==> src/bsr_pkg.sv <==
package bsr_pkg;

    // ------------------------------------------------------------------
    // register map (byte addresses, low address bits only)
    // ------------------------------------------------------------------
    localparam int unsigned DEC_W      = 8;
    localparam logic [7:0]  STATUS_OFF = 8'h00;
    localparam logic [7:0]  STRAP_OFF  = 8'h04;
    localparam logic [7:0]  MASK_OFF   = 8'h08;

    // ------------------------------------------------------------------
    // field layout of bus_status_word
    // ------------------------------------------------------------------
    localparam int unsigned STATUS_W   = 16;
    localparam int unsigned FBB_BIT    = 7;
    localparam int unsigned TIMING_LSB = 9;
    localparam int unsigned TIMING_MSB = 10;
    localparam int unsigned FLAG_LSB   = 11;
    localparam int unsigned FLAG_MSB   = 13;
    localparam int unsigned FLAG_W     = 3;
    localparam int unsigned STRAP_BIT  = 0;

    // ------------------------------------------------------------------
    // reset values and codes
    // ------------------------------------------------------------------
    localparam logic              FBB_VAL    = 1'b1;
    localparam logic [FLAG_W-1:0] FLAG_RST   = 3'h0;
    localparam logic [FLAG_W-1:0] MASK_RST   = 3'h0;
    localparam logic [31:0]       RDATA_RST  = 32'h0000_0000;
    localparam logic [1:0]        TIM_FAST   = 2'h0;
    localparam logic [1:0]        TIM_MEDIUM = 2'h1;
    localparam logic [1:0]        TIM_SLOW   = 2'h2;
    localparam logic [1:0]        TIM_RSVD   = 2'h3;
    localparam logic [1:0]        RESP_OKAY  = 2'h0;

    // ------------------------------------------------------------------
    // types
    // ------------------------------------------------------------------
    typedef enum logic [3:0] {
        SEL_NONE   = 4'h1,
        SEL_STATUS = 4'h2,
        SEL_STRAP  = 4'h4,
        SEL_MASK   = 4'h8
    } bsr_sel_t;

    typedef enum logic [1:0] {
        ST_IDLE = 2'h1,
        ST_BUSY = 2'h2
    } bsr_fsm_t;

    // bit order matches the flag field, msb first
    typedef struct packed {
        logic mst_abort_rcv;
        logic tgt_abort_rcv;
        logic tgt_abort_sig;
    } bsr_events_t;

    // ------------------------------------------------------------------
    // helpers
    // ------------------------------------------------------------------
    function automatic bsr_sel_t reg_sel(input logic [DEC_W-1:0] a);
        unique case (a)
            STATUS_OFF: reg_sel = SEL_STATUS;
            STRAP_OFF:  reg_sel = SEL_STRAP;
            MASK_OFF:   reg_sel = SEL_MASK;
            default:    reg_sel = SEL_NONE;
        endcase
    endfunction

    function automatic logic [1:0] timing_code(input logic strap);
        timing_code = strap ? TIM_SLOW : TIM_MEDIUM;
    endfunction

    function automatic logic [STATUS_W-1:0] status_word(
        input logic [FLAG_W-1:0] flags,
        input logic [1:0]        timing
    );
        status_word                        = '0;
        status_word[FBB_BIT]               = FBB_VAL;
        status_word[TIMING_MSB:TIMING_LSB] = timing;
        status_word[FLAG_MSB:FLAG_LSB]     = flags;
    endfunction

endpackage

==> src/bsr_top.sv <==
module bsr_top (
    // clock and reset
    input  wire logic                core_clk,
    input  wire logic                rst_b,
    // ahb-lite slave
    input  wire logic                hsel,
    input  wire logic [31:0]         haddr,
    input  wire logic [1:0]          htrans,
    input  wire logic                hwrite,
    input  wire logic [2:0]          hsize,
    input  wire logic [31:0]         hwdata,
    input  wire logic                hready,
    output logic                     hreadyout,
    output logic [31:0]              hrdata,
    output logic [1:0]               hresp,
    // abort events from the bus engine, one-cycle pulses
    input  wire bsr_pkg::bsr_events_t events,
    // strap pin
    input  wire logic                select_timing_strap,
    // interrupt
    output logic                     irq
);

    typedef struct packed {
        bsr_pkg::bsr_fsm_t               fsm;
        logic                            wr;
        bsr_pkg::bsr_sel_t               sel;
        logic                            hreadyout;
        logic [31:0]                     hrdata;
        logic [1:0]                      hresp;
        logic [bsr_pkg::FLAG_W-1:0]      mask;
        logic                            irq;
    } bsr_top_st_t;

    localparam bsr_top_st_t ST_RST = '{
        fsm:       bsr_pkg::ST_IDLE,
        wr:        1'b0,
        sel:       bsr_pkg::SEL_NONE,
        hreadyout: 1'b1,
        hrdata:    bsr_pkg::RDATA_RST,
        hresp:     bsr_pkg::RESP_OKAY,
        mask:      bsr_pkg::MASK_RST,
        irq:       1'b0
    };

    bsr_top_st_t                st_q;
    bsr_top_st_t                st_d;
    logic [bsr_pkg::FLAG_W-1:0] flags;
    logic [bsr_pkg::FLAG_W-1:0] clr;
    logic [1:0]                 timing;
    logic                       strap_level;
    logic [bsr_pkg::STATUS_W-1:0] status_now;
    logic                       accept;

    // ------------------------------------------------------------------
    // sub-blocks
    // ------------------------------------------------------------------
    bsr_strap_latch u_strap (
        .core_clk    (core_clk),
        .rst_b       (rst_b),
        .strap       (select_timing_strap),
        .strap_level (strap_level),
        .timing      (timing)
    );

    // event pulses go straight to the set side
    bsr_w1c_flags #(
        .W (bsr_pkg::FLAG_W)
    ) u_flags (
        .core_clk (core_clk),
        .rst_b    (rst_b),
        .set      (events),
        .clr      (clr),
        .flags    (flags)
    );

    // ------------------------------------------------------------------
    // register read view
    // ------------------------------------------------------------------
    // reserved and constant bits are fixed inside status_word
    assign status_now = bsr_pkg::status_word(flags, timing);
    assign accept     = hsel & htrans[1] & hready;

    // ------------------------------------------------------------------
    // bus slave
    // ------------------------------------------------------------------
    // one wait state: write data and read view both settle in the busy
    // cycle, so a read right behind a write sees the write's effect
    always_comb begin
        st_d       = st_q;
        st_d.hresp = bsr_pkg::RESP_OKAY;
        clr        = '0;
        unique case (st_q.fsm)
            bsr_pkg::ST_IDLE: begin
                st_d.hreadyout = 1'b1;
                if (accept) begin
                    st_d.fsm       = bsr_pkg::ST_BUSY;
                    st_d.hreadyout = 1'b0;
                    st_d.wr        = hwrite;
                    st_d.sel       = bsr_pkg::reg_sel(
                                         haddr[bsr_pkg::DEC_W-1:0]);
                end
            end
            bsr_pkg::ST_BUSY: begin
                st_d.fsm       = bsr_pkg::ST_IDLE;
                st_d.hreadyout = 1'b1;
                if (st_q.wr) begin
                    // status writes only clear, mask writes load; fbb and timing have no write path
                    if (st_q.sel == bsr_pkg::SEL_STATUS) begin
                        clr = hwdata[bsr_pkg::FLAG_MSB:
                                     bsr_pkg::FLAG_LSB];
                    end
                    if (st_q.sel == bsr_pkg::SEL_MASK) begin
                        st_d.mask =
                            hwdata[bsr_pkg::FLAG_MSB:bsr_pkg::FLAG_LSB];
                    end
                end else begin
                    // reads touch nothing but the data register
                    st_d.hrdata = '0;
                    unique case (st_q.sel)
                        bsr_pkg::SEL_STATUS:
                            st_d.hrdata[bsr_pkg::STATUS_W-1:0] = status_now;
                        bsr_pkg::SEL_STRAP:
                            st_d.hrdata[bsr_pkg::STRAP_BIT] = strap_level;
                        bsr_pkg::SEL_MASK:
                            st_d.hrdata[bsr_pkg::FLAG_MSB:bsr_pkg::FLAG_LSB] =
                                st_q.mask;
                        bsr_pkg::SEL_NONE: ;
                    endcase
                end
            end
        endcase
        st_d.irq = |(flags & st_q.mask);
        if (!rst_b) begin
            st_d = ST_RST;
        end
    end

    always_ff @(posedge core_clk) begin
        st_q <= st_d;
    end

    assign hreadyout = st_q.hreadyout;
    assign hrdata    = st_q.hrdata;
    assign hresp     = st_q.hresp;
    assign irq       = st_q.irq;

    logic rd_status;
    logic rd_strap;
    logic wr_status;
    logic irq_src;
    assign rd_status = (st_q.fsm == bsr_pkg::ST_BUSY) && !st_q.wr
                       && (st_q.sel == bsr_pkg::SEL_STATUS);
    assign rd_strap  = (st_q.fsm == bsr_pkg::ST_BUSY) && !st_q.wr
                       && (st_q.sel == bsr_pkg::SEL_STRAP);
    assign wr_status = (st_q.fsm == bsr_pkg::ST_BUSY) && st_q.wr
                       && (st_q.sel == bsr_pkg::SEL_STATUS);
    assign irq_src   = |(flags & st_q.mask);
endmodule // bsr_top

==> src/bsr_strap_latch.sv <==
module bsr_strap_latch (
    // clock and reset
    input  wire logic       core_clk,
    input  wire logic       rst_b,
    // strap pin
    input  wire logic       strap,
    // captured values
    output logic            strap_level,
    output logic [1:0]      timing
);

    typedef struct packed {
        logic level;
    } bsr_strap_st_t;

    bsr_strap_st_t st_q;
    bsr_strap_st_t st_d;

    // ------------------------------------------------------------------
    // capture
    // ------------------------------------------------------------------
    // follows the pin while reset is held, frozen from the release on
    always_comb begin
        st_d = st_q;
        if (!rst_b) begin
            st_d.level = strap;
        end
    end

    always_ff @(posedge core_clk) begin
        st_q <= st_d;
    end

    assign strap_level = st_q.level;
    assign timing      = bsr_pkg::timing_code(st_q.level);

endmodule // bsr_strap_latch

==> src/bsr_w1c_flags.sv <==
module bsr_w1c_flags #(
    parameter int unsigned W = 3
) (
    // clock and reset
    input  wire logic         core_clk,
    input  wire logic         rst_b,
    // set and clear
    input  wire logic [W-1:0] set,
    input  wire logic [W-1:0] clr,
    // state
    output logic [W-1:0]      flags
);

    typedef struct packed {
        logic [W-1:0] flags;
    } bsr_w1c_st_t;

    bsr_w1c_st_t  st_q;
    bsr_w1c_st_t  st_d;
    logic [W-1:0] nxt;

    // ------------------------------------------------------------------
    // per-bit update
    // ------------------------------------------------------------------
    // set beats a clear landing in the same cycle
    for (genvar i = 0; i < W; i++) begin : g_bit
        assign nxt[i] = set[i] | (st_q.flags[i] & ~clr[i]);
    end

    always_comb begin
        st_d.flags = nxt;
        if (!rst_b) begin
            st_d.flags = '0;
        end
    end

    always_ff @(posedge core_clk) begin
        st_q <= st_d;
    end

    assign flags = st_q.flags;

endmodule // bsr_w1c_flags

==> config.mk <==
export PLATFORM = sky130hd
export DESIGN_NAME = bsr_top
export DESIGN_NICKNAME = d
export VERILOG_FILES = /design/src/bsr_pkg.sv /design/src/bsr_top.sv /design/src/bsr_strap_latch.sv /design/src/bsr_w1c_flags.sv
export SDC_FILE = /design/constraint.sdc
export NUM_CORES = 1
export LEC_CHECK = 0
export BUFFER_PORTS_ARGS = -buffer_cell sky130_fd_sc_hd__clkbuf_2
export CORE_UTILIZATION = 37
export DETAILED_ROUTE_END_ITERATION = 10
export GPL_TIMING_DRIVEN = 0
export MAX_ROUTING_LAYER = met4
export PLACE_DENSITY = 0.8
export SKIP_LAST_GASP = 1
export SYNTH_ARGS = -nofsm -noshare
export SYNTH_HDL_FRONTEND = slang
export SYNTH_SLANG_ARGS = --single-unit
==> constraint.sdc <==
create_clock -name core_clk -period 1.55 [get_ports core_clk]
set_input_delay 0.31 -clock core_clk [delete_from_list [all_inputs] [get_ports core_clk]]
set_output_delay 0.31 -clock core_clk [all_outputs]
set_load 0.005 [all_outputs]
=== Word-level counts from Yosys, hierarchy flattened ===
Index checks and enable logic that the tools add are counted.

* Flip-flop bits (word level): 32
* Output and inout bits: 36
* Word-level logic and storage cells: 47

* Bitwise gates (word level): 13
* Muxes and demuxes: 11
* Equal/unequal tests: 8
* Reductions and logical operators: 5

{| class="wikitable"
|+ Operator list
! operator !! number
|-
| case mux 4 bit (3 select lines) || 1
|-
| two-way mux 10 bit || 1
|-
| two-way mux 3 bit || 3
|-
| == test 8 x 3 -> 1 bit (second input constant) || 1
|-
| == test 8 x 4 -> 1 bit (second input constant) || 1
|-
| zero test 8 bit || 1
|-
| two-way mux 8 bit || 1
|-
| case mux 3 bit (2 select lines) || 1
|-
| bitwise AND 1 bit || 5
|-
| == test 4 x 2 -> 1 bit (second input constant) || 1
|-
| == test 4 x 3 -> 1 bit (second input constant) || 1
|-
| == test 4 bit (second input constant) || 1
|-
| NOT 1 bit || 4
|-
| case mux 2 bit (2 select lines) || 1
|-
| AND reduction 2 bit || 2
|-
| bitwise AND 3 bit || 1
|-
| OR 1 bit || 3
|-
| AND reduction 3 bit || 1
|-
| OR reduction 3 bit || 1
|-
| == test 2 x 1 -> 1 bit (second input constant) || 1
|-
| == test 2 bit (second input constant) || 1
|-
| two-way mux 2 bit || 1
|-
| inequality test 2 bit (second input constant) || 1
|-
| case mux 1 bit (2 select lines) || 1
|-
| two-way mux 1 bit || 1
|}

=== Longest topological paths before layout ===
Gate-level depths: netlist of run 1.

* Depth after elaboration: 7
* Mapped depth: 5
* Gate-level depth less buffers: 4

=== Hierarchy ===
From an unflattened synthesis of run 1, not the netlist that was laid out.

* Cells, all modules: 143
* Area total of the unflattened synthesis: 1287.5 sq um

{| class="wikitable"
|+ Modules (own cells, without submodules)
! module !! instances !! area an instance (sq um) !! cells each
|-
| bsr_top || 1 || 1118.6 || 130
|-
| bsr_w1c_flags || 1 || 123.9 || 9
|-
| bsr_strap_latch || 1 || 45.0 || 4
|}

=== Worst setup path after synthesis of run 1 ===
OpenSTA, ideal clock, no wires.

* Kind: reg-to-reg
* Start point: register st_q[39] in the netlist's numbering
* End point: register st_q[1] in the netlist's numbering
* Data required time: 1.417 ns
* Slack: 0.308 ns
* Data arrival time: 1.109 ns
* Stages on the path, launching flop included: 4
* Path through: dfxtp_1 or4b_4 o21ai_1 a21oi_1

* Cells in the longest elaborated chain, start to end: 2

{| class="wikitable"
|+ RTL lines
! element !! RTL line !! RTL
|-
| start, declared || bsr_top.sv:46 || <nowiki>bsr_top_st_t st_q;</nowiki>
|-
| start signal, assigned || bsr_top.sv:140 || <nowiki>st_q <= st_d;</nowiki>
|-
| == test 4 bit || bsr_top.sv:113 || <nowiki>if (st_q.sel == bsr_pkg::SEL_MASK) begin</nowiki>
|-
| AND reduction 3 bit (no source line) || - ||
|}

No other way between the ends.
A chain may end at the register's enable or synchronous reset.

=== Final worst setup path of run 1 ===
* Start point: register st_q[45] in the netlist's numbering
* End point: register st_q, in the netlist hrdata[13]

* Cells in the longest elaborated chain, start to end: 2

{| class="wikitable"
|+ RTL lines
! element !! RTL line !! RTL
|-
| == test 2 bit || bsr_top.sv:93 || <nowiki>unique case (st_q.fsm)</nowiki>
|-
| AND reduction 2 bit (no source line) || - ||
|}

No other way between the ends.

==> results.ini, run 1 <==
[final_layout]
final_net_count = 279
final_cell_mix = sky130_fd_sc_hd__buf_4 (34), sky130_fd_sc_hd__clkbuf_2 (30), sky130_fd_sc_hd__conb_1 (27), sky130_fd_sc_hd__dfxtp_1 (22), sky130_fd_sc_hd__a21oi_1 (10)
area_growth_syn_to_layout_pct = 26.19
layout.cells.most_common = sky130_fd_sc_hd__buf_4
finish.utilization_pct = 50.32
instances_no_fill = 244
post_route_cells_drive_above_1_share_pct = 36.00
antenna-diode-count = 0

[timing]
finClkSkew_ns = 0.002942
grt_setup_unrepaired = no
post-route-worst-setup-slack_ns = 0.1042
report.final.slew_viol_count = 0
final-hold-violation-count = 0
final.setup.tns_ns = 0
fmax_mhz = 691.7
final_critical_path_time_including_i_o_delays_and_setup_ns = 1.446
post-route-period-util_pct = 93.28
report.final.setup_viol = 0

[floorplan]
num_io_pins = 114
die-area_mm2 = 0.003580
core-area_mm2 = 0.003103
placementRows = 20
floorplan.initialDensity_pct = 39.88
floorplan.die.width_um = 59.83
die_h_um = 59.83

[placement]
portBuffers = 29
place_congestion = 0.7899
hpwlAfterDp_um = 1777
numPlacedInstances = 240
dp_slack_ns = 0.1747

[global_routing]
grt_max_degree = 13
vias_in_the_first_global_route = 897
grt_first_pass_wirelength_um = 3705
grt_util_all_layers_pct = 14.05
grt_antenna_before_repair = 0
leftover_overflow_at_the_end_of_global_routing = 0

[logic_synthesis]
synth-edff-count = 1
synth-async-reset-ratio_pct = 0
synth.avg_cell_area_um2 = 8.776
yosysSeqAreaShare_pct = 38.02
yosysWarnings = 0
synthFlopType = sky130_fd_sc_hd__dfxtp_1
post_synth_instance_area_mm2 = 0.001237
yosysUniqueCellTypes = 36
ys_seq_elements = 23
post_synth_inst_count = 141

[clock_network]
ctsResizeCount = 0
clk_root_buffer_cell = sky130_fd_sc_hd__clkbuf_4
cts_hold_buf = 0
cts_tree = built
cts_buffer_depth = 2
htree_levels = 1
cts_post_setup_buffers_inserted = 0
tritoncts.num_buffers = 3
worstSkewPairLatency_ns = 0.31
worst_setup_hold_path_clk_slew_ns = 0.12
tritoncts_num_sinks = 23

[power_and_ir_drop]
leakagePower_nw = 0.7403
power.density_mw_per_mm2 = 662.0
vdd.ir_drop.worst_v = 0.0002486

[worst_setup_path]
timing.critical_path.required_ns = 1.76
worst_setup_path_start_kind = flip-flop
critPathCaptureType = flip-flop
critical_setup_path_class = reg2reg
timing.critical_path.arrival_ns = 1.65
path_max_fanout = 7

[drt]
via_count = 1073
drt_antenna_net_count = 0
routedWlPerCell_um = 9.414
first_pass_iters = 4
initialDrtViolationCount = 33
drcViolationCount = 0
drt-vias-per-instance = 4.398
drt-total-wl_um = 2297

[run]
total_of_max_cap_violations = 0

[min_path]
path_type_of_the_worst_min_delay_path = in2reg

[run_status]
run_status = finished clean

[Yosys cell counts, types with 2 or more instances]
master | n | area, µm²
sky130_fd_sc_hd__nand4_1 | 2 | 12.51
sky130_fd_sc_hd__nor4b_1 | 2 | 17.52
sky130_fd_sc_hd__nand2_1 | 8 | 30.03
sky130_fd_sc_hd__clkbuf_1 | 3 | 11.26
sky130_fd_sc_hd__nand3b_1 | 2 | 15.01
sky130_fd_sc_hd__a31oi_1 | 4 | 25.02
sky130_fd_sc_hd__inv_1 | 4 | 15.01
sky130_fd_sc_hd__nor2_1 | 5 | 18.77
sky130_fd_sc_hd__o21ai_1 | 4 | 20.02
sky130_fd_sc_hd__buf_4 | 34 | 255.2
sky130_fd_sc_hd__nand3_1 | 8 | 40.04
sky130_fd_sc_hd__nor4b_4 | 2 | 47.55
sky130_fd_sc_hd__dfxtp_1 | 22 | 440.4
sky130_fd_sc_hd__o21ai_0 | 8 | 40.04
sky130_fd_sc_hd__a221oi_1 | 3 | 26.28
sky130_fd_sc_hd__a21oi_1 | 10 | 50.05
[per-layer routing]
layer / up-vias / part of all wire [%] / track usage, %
met2: 40 / 49 / 23.81
met1: 468 / 44 / 15.85
met5: - / 0 / -
li1: 563 / - / -
met4: 0 / 0.48 / 3.654
met3: 2 / 6.3 / 4.545
[final timing paths]
kind	startpoint	slack [ns]	endpoint	cells after the start
worst max-delay path	st_q[45]	0.10	hrdata[13]	4
worst min-delay path	select_timing_strap	0.17	u_strap.strap_level	1
worst max register to register	st_q[45]	0.10	hrdata[13]	4
worst min register to register	hrdata[10]	0.46	hrdata[10]	2
[where the power goes]
group / switching, mW / internal, mW / leakage (nW)
combinational: 0.0626 / 0.0783 / 0.537
clock: 0.172 / 0.101 / 0.0150
sequential: 0.0117 / 0.608 / 0.189
[stage by stage]
| stage | cell area, µm² | power (mW) | hold slack, ns |
|---|---|---|---|
| 2_1_floorplan | 1335 | 0.7287 | 0.4089 |
| 3_3_place_gp | 1535 | 0.7696 | 0.4436 |
| 3_5_place_dp | 1535 | 0.7714 | 0.4474 |
| 4_1_cts | 1562 | 1.031 | 0.1655 |
| 5_1_grt | 1562 | 1.082 | 0.1414 |
| 6_report | 1562 | 1.034 | 0.1688 |
[area by class of cell]
cell class,instances,area (µm²)
plain buffers,38,271.5
clock buffers,4,26.28
fillers,327,1541
inverters,5,18.77
multi-input cells,101,574.3
flip-flops and latches,23,470.5
well taps,44,55.05
repair buffers,29,145.1
[registers in the layout, summed over array words and instances, names as in the netlist]
signal,cells
hrdata,7
hreadyout,1
irq,1
st_q,10
u_flags.flags,3
u_strap.strap_level,1
[cell families after synthesis]
logic type             Yosys count  synth area share, %
other                            1               0.3030
buffers and inverters           43                23.46
and+or+nand+nor                 41                22.55
AOI/OAI and AO/OA               33                15.67
DFF                             23                38.02
[critical path, cell delays in order (launching register included)]
cell	delay, ns
sky130_fd_sc_hd__dfxtp_1	0.43
sky130_fd_sc_hd__or3b_1	0.36
sky130_fd_sc_hd__clkbuf_2	0.18
sky130_fd_sc_hd__a221oi_1	0.30
sky130_fd_sc_hd__nor2_1	0.08
(Power assumes the default switching activity.)
==> run 2, diff against run 1 <==
CORE_UTILIZATION = 39   (was 37)
PLACE_DENSITY = 0.84   (was 0.8)
clock period = 1.7 ns   (was 1.55 ns; I/O delays follow)
==> run 2 against run 1 <==
- global-route usage up 1.1 points
- via count is 0.75% lower
- core utilization grew 1.3 points
- sequential share of layout area hardly changed
- worst setup slack gained 0.22 ns
- non-clock buffer count unchanged
- register-to-register slack better by 0.22 ns
- clock-buffer cell count decreased by 1
- clock skew fell by 0.0016 ns
- final cell count unchanged
- largest cell class unchanged
- first-iteration DRC count fell by 24%
- total power is 8.2% lower
- largest power group unchanged
==> results.ini, run 2 (same netlist as run 1, synthesis figures left out) <==
[run_status]
run_status = finished clean

[worst_setup_path]
critPathCaptureType = flip-flop
r2r_slack_ns = 0.32
timing.critical_path.arrival_ns = 1.60
crit-reg2reg-capture = hrdata[12]
worst_setup_path_start_kind = flip-flop
r2r_start = st_q[45]
timing.critical_path.required_ns = 1.92
critical_setup_path_class = reg2reg
path_max_fanout = 7
reg2reg_depth = 4

[clock_network]
cts_post_setup_buffers_inserted = 0
tritoncts_num_sinks = 23
ctsResizeCount = 0
clk_root_buffer_cell = sky130_fd_sc_hd__clkbuf_4
cts_hold_buf = 0
cts_buffer_depth = 2
tritoncts.num_buffers = 3
htree_levels = 1
cts_tree = built
worst_setup_hold_path_clk_slew_ns = 0.12
worstSkewPairLatency_ns = 0.32

[power_and_ir_drop]
sequentialPowerShare_pct = 59.6
p_comb_share_pct = 13.5
switching_power_summed_over_all_nets_uw = 234.3
leakagePower_nw = 0.7430
vdd.ir_drop.worst_v = 0.0002027
p_int_uw = 714.4
power_frac_clock_pct = 26.8
sw_frac_of_total_pct = 24.70
finalPower_uw = 948.7
power.density_mw_per_mm2 = 607.1

[final_layout]
postLayoutCellArea_mm2 = 0.001563
layout.cells.most_common = sky130_fd_sc_hd__buf_4
final_cell_mix = sky130_fd_sc_hd__buf_4 (34), sky130_fd_sc_hd__clkbuf_2 (30), sky130_fd_sc_hd__conb_1 (27), sky130_fd_sc_hd__dfxtp_1 (22), sky130_fd_sc_hd__a21oi_1 (10)
multi_input_area_um2 = 574.3
post_route_cells_drive_above_1_share_pct = 36.50
largest_register_ff_count = 10
nFillCells = 291
area_growth_syn_to_layout_pct = 26.29
final_net_count = 279
top_register = st_q
antenna-diode-count = 0
finish.utilization_pct = 51.61
layout.area.seq_um2 = 470.5

[floorplan]
core-area_mm2 = 0.003028
placementRows = 20
die_h_um = 58.33
floorplan.initialDensity_pct = 40.87
floorplan.die.width_um = 58.33
num_io_pins = 114
die-area_mm2 = 0.003402

[global_routing]
met3_usage_pct = 2.637
vias_in_the_first_global_route = 911
met2_usage_pct = 25.12
grt_util_all_layers_pct = 15.19
grt_antenna_before_repair = 0
grt_max_degree = 14
met1_usage_pct = 17.31
leftover_overflow_at_the_end_of_global_routing = 0
globalRoute.busiestLayer = met2
grt_first_pass_wirelength_um = 3788

[drt]
drt-vias-per-instance = 4.365
via_count = 1065
drt_antenna_net_count = 0
drcViolationCount = 0
first_pass_iters = 6
drt-total-wl_um = 2278
initialDrtViolationCount = 25
routedWlPerCell_um = 9.336

[timing]
grt_setup_unrepaired = no
fmax_mhz = 725.3
final_critical_path_time_including_i_o_delays_and_setup_ns = 1.379
finClkSkew_ns = 0.001313
final.setup.tns_ns = 0
post-route-worst-setup-slack_ns = 0.3213
final-hold-violation-count = 0
post-route-period-util_pct = 81.10
report.final.setup_viol = 0
report.final.slew_viol_count = 0

[placement]
place_congestion = 0.7717
placed_area_mm2 = 0.001535
dp_slack_ns = 0.3435
hpwlAfterDp_um = 1821
portBuffers = 29

[min_path]
min_from = select_timing_strap
path_type_of_the_worst_min_delay_path = in2reg
min_to = u_strap.strap_level
min_path_cells = 1

[run]
total_of_max_cap_violations = 0

## run 2: cell types whose count changed in the layout (fill, tap and decap cells not counted)
cell,delta
sky130_fd_sc_hd__clkinv_2,+1
sky130_fd_sc_hd__clkbuf_1,-1
## run 2: metrics by stage
step                      hold slack (ns)  cells
final                              0.1854    244
after global routing               0.1592    244
after CTS                          0.1827    244
after detailed placement           0.4491    240
after global placement             0.4443    240
after floorplan                    0.4304    167
## run 2: power by group through the flow
stage | Clock (mW) | Sequential [mW] | Combinational [mW]
after floorplan | 0 | 0.574 | 0.0901
after global placement | 0 | 0.577 | 0.124
after detailed placement | 0 | 0.578 | 0.126
after CTS | 0.261 | 0.566 | 0.127
after global routing | 0.285 | 0.569 | 0.143
final | 0.255 | 0.566 | 0.128
## run 2: final cells by class
type | instances | share of cell area [%]
multi-input cells | 101 | 36.75
well taps | 44 | 3.523
plain buffers | 38 | 17.37
clock buffers | 3 | 1.441
clock inverters | 1 | 0.3203
flip-flops and latches | 23 | 30.10
repair buffers | 29 | 9.287
inverters | 5 | 1.201
## run 2: how the worst max path moves through the flow
| stage | from | end | depth (start not counted) |
|---|---|---|---|
| floorplan | st_q[39] | st_q[1] | 3 |
| global placement | st_q[45] | hrdata[11] | 4 |
| detailed placement | st_q[39] | st_q[1] | 3 |
| CTS | st_q[45] | hrdata[12] | 4 |
| global route | st_q[45] | hrdata[12] | 4 |
| finish | st_q[45] | hrdata[12] | 4 |
## run 2: critical path, cell delays in order, from the launching register on
cell	delay, ns
sky130_fd_sc_hd__dfxtp_1	0.43
sky130_fd_sc_hd__or3b_1	0.36
sky130_fd_sc_hd__clkbuf_2	0.17
sky130_fd_sc_hd__a221oi_1	0.25
sky130_fd_sc_hd__nor2_1	0.08
## run 2: layer usage
metal / up-vias / part of all wire [%]
met2: 44 / 52
met5: - / 0
met1: 460 / 41
li1: 558 / -
met4: 0 / 1.2
met3: 3 / 6.2
==> run 3, diff against run 2 <==
CORE_UTILIZATION = 37   (was 39)
PLACE_DENSITY = 0.8   (was 0.84)
clock period = 1.35 ns   (was 1.7 ns; I/O delays follow)
==> run 3 against run 2 <==
- hold slack got worse by 0.056 ns
- final cell count grew 1.2%
- first-iteration DRC count rose by 12%
- via count increased by 2.8%
- routed wire length increased by 3.5%
- non-clock buffer count up 3
- core utilization increased by 0.65 points
- critical path type unchanged
- critical endpoint is now hrdata[13]
==> results.ini, run 3 (same netlist as run 1, synthesis figures left out) <==
[worst_setup_path]
critical-path-slowest-cell = sky130_fd_sc_hd__dfxtp_1
crit_path_cell_trace = nor4b_4, buf_4, buf_4, a221oi_2, nor2_1
timing.critical_path.arrival_ns = 1.54
path_max_fanout = 6
timing.critical_path.required_ns = 1.56
worstPathBufferInverterCount = 2
worst_stage_delay_on_the_critical_path_ns = 0.50
crit_family = flip-flops
cpMostUsedCell = sky130_fd_sc_hd__buf_4
critPathCaptureType = flip-flop
critical_setup_path_class = reg2reg
worst_setup_path_start_kind = flip-flop

[drt]
routedWlPerCell_um = 9.543
first_pass_iters = 6
via_count = 1095
drt-total-wl_um = 2357
drt-vias-per-instance = 4.433
drcViolationCount = 0
initialDrtViolationCount = 28
drt_antenna_net_count = 0

[timing]
fmax_mhz = 752.9
report.final.setup_viol = 0
final_critical_path_time_including_i_o_delays_and_setup_ns = 1.328
final-hold-violation-count = 0
post-route-period-util_pct = 98.38
final.setup.tns_ns = 0
finClkSkew_ns = 0.002311
post-route-worst-setup-slack_ns = 0.02188
report.final.slew_viol_count = 0
grt_setup_unrepaired = yes

[run]
total_of_max_cap_violations = 0

[global_routing]
leftover_overflow_at_the_end_of_global_routing = 0
grt_first_pass_wirelength_um = 3705
grt_max_degree = 13
grt_util_all_layers_pct = 14.05
vias_in_the_first_global_route = 897
grt_antenna_before_repair = 0

[final_layout]
post_route_cells_drive_above_1_share_pct = 41.87
final_net_count = 282
largest_register_ff_count = 10
antenna-diode-count = 0
final_cell_mix = sky130_fd_sc_hd__buf_4 (37), sky130_fd_sc_hd__clkbuf_2 (29), sky130_fd_sc_hd__conb_1 (27), sky130_fd_sc_hd__dfxtp_1 (17), sky130_fd_sc_hd__a21oi_1 (10)
top_register = st_q
layout.cells.most_common = sky130_fd_sc_hd__buf_4
finish.utilization_pct = 52.26
postLayoutCellArea_mm2 = 0.001622
area_growth_syn_to_layout_pct = 31.04

[power_and_ir_drop]
sw_frac_of_total_pct = 23.79
p_int_uw = 901.2
p_comb_share_pct = 13.7
leakagePower_nw = 0.7717
sequentialPowerShare_pct = 60.0
vdd.ir_drop.worst_v = 0.0002836
power_frac_clock_pct = 26.2
switching_power_summed_over_all_nets_uw = 281.3
finalPower_mw = 1.182
power.density_mw_per_mm2 = 729.2

[min_path]
path_type_of_the_worst_min_delay_path = in2reg

[floorplan]
floorplan.initialDensity_pct = 39.88
die-area_mm2 = 0.003580
floorplan.die.width_um = 59.83
placementRows = 20
num_io_pins = 114
core-area_mm2 = 0.003103
die_h_um = 59.83

[placement]
placed_area_mm2 = 0.001535
place_congestion = 0.7899
dp_slack_ns = -0.02526
hpwlAfterDp_um = 1777
portBuffers = 29

[run_status]
run_status = finished clean

[clock_network]
clk_root_buffer_cell = sky130_fd_sc_hd__clkbuf_4
worstSkewPairLatency_ns = 0.31
worst_setup_hold_path_clk_slew_ns = 0.12
cts_buffer_depth = 2
htree_levels = 1
cts_hold_buf = 0
tritoncts.num_buffers = 3
cts_tree = built
tritoncts_num_sinks = 23

## run 3: cell types whose count changed in the layout (fill, tap and decap cells not counted), sizes merged
cell and change:
buf +4, clkinv -1
## run 3: through the flow
step | hold WS, ns | instances
detailed placement | 0.4474 | 240
CTS | 0.1255 | 244
finish | 0.1297 | 247
global placement | 0.4436 | 240
global route | 0.1014 | 247
floorplan | 0.3689 | 167
## run 3: path summary, 6_finish.rpt
kind                            cells past startpoint                  end  slack (ns)                 from
worst max-delay path                                5           hrdata[13]        0.02             st_q[41]
worst min-delay path                                1  u_strap.strap_level        0.13  select_timing_strap
worst max register to register                      5           hrdata[13]        0.02             st_q[41]
worst min register to register                      2           hrdata[10]        0.46           hrdata[10]
## run 3: area by class of cell
class                      instances  area (µm²)
fill                             323        1481
tap                               44       55.05
clock buffer                       4       26.28
multi-input combinational        101       600.6
buffer                            38       271.5
timing repair buffer              32       167.7
inverter                           5       18.77
sequential                        23       481.7
## run 3: what timing repair did
item,in CTS,in global routing
endpoints found under the setup margin,3,11
gates resized for setup,2,11
pin swaps,0,1
setup buffers,0,3
## run 3: power by group through the flow
stage | Combinational (mW) | Clock (mW) | Sequential [mW]
after detailed placement | 0.159 | 0 | 0.727
after global placement | 0.157 | 0 | 0.727
after CTS | 0.160 | 0.313 | 0.712
after floorplan | 0.113 | 0 | 0.723
after global routing | 0.181 | 0.347 | 0.714
final | 0.162 | 0.310 | 0.710
## run 3: routing by layer
metal  up-vias  GRT usage (%)  part of all wire (%)
li1        571              -                     -
met3         2          4.545                   7.4
met4         0          3.654                  0.47
met2        44          23.81                    51
met5         -              -                     0
met1       478          15.85                    41
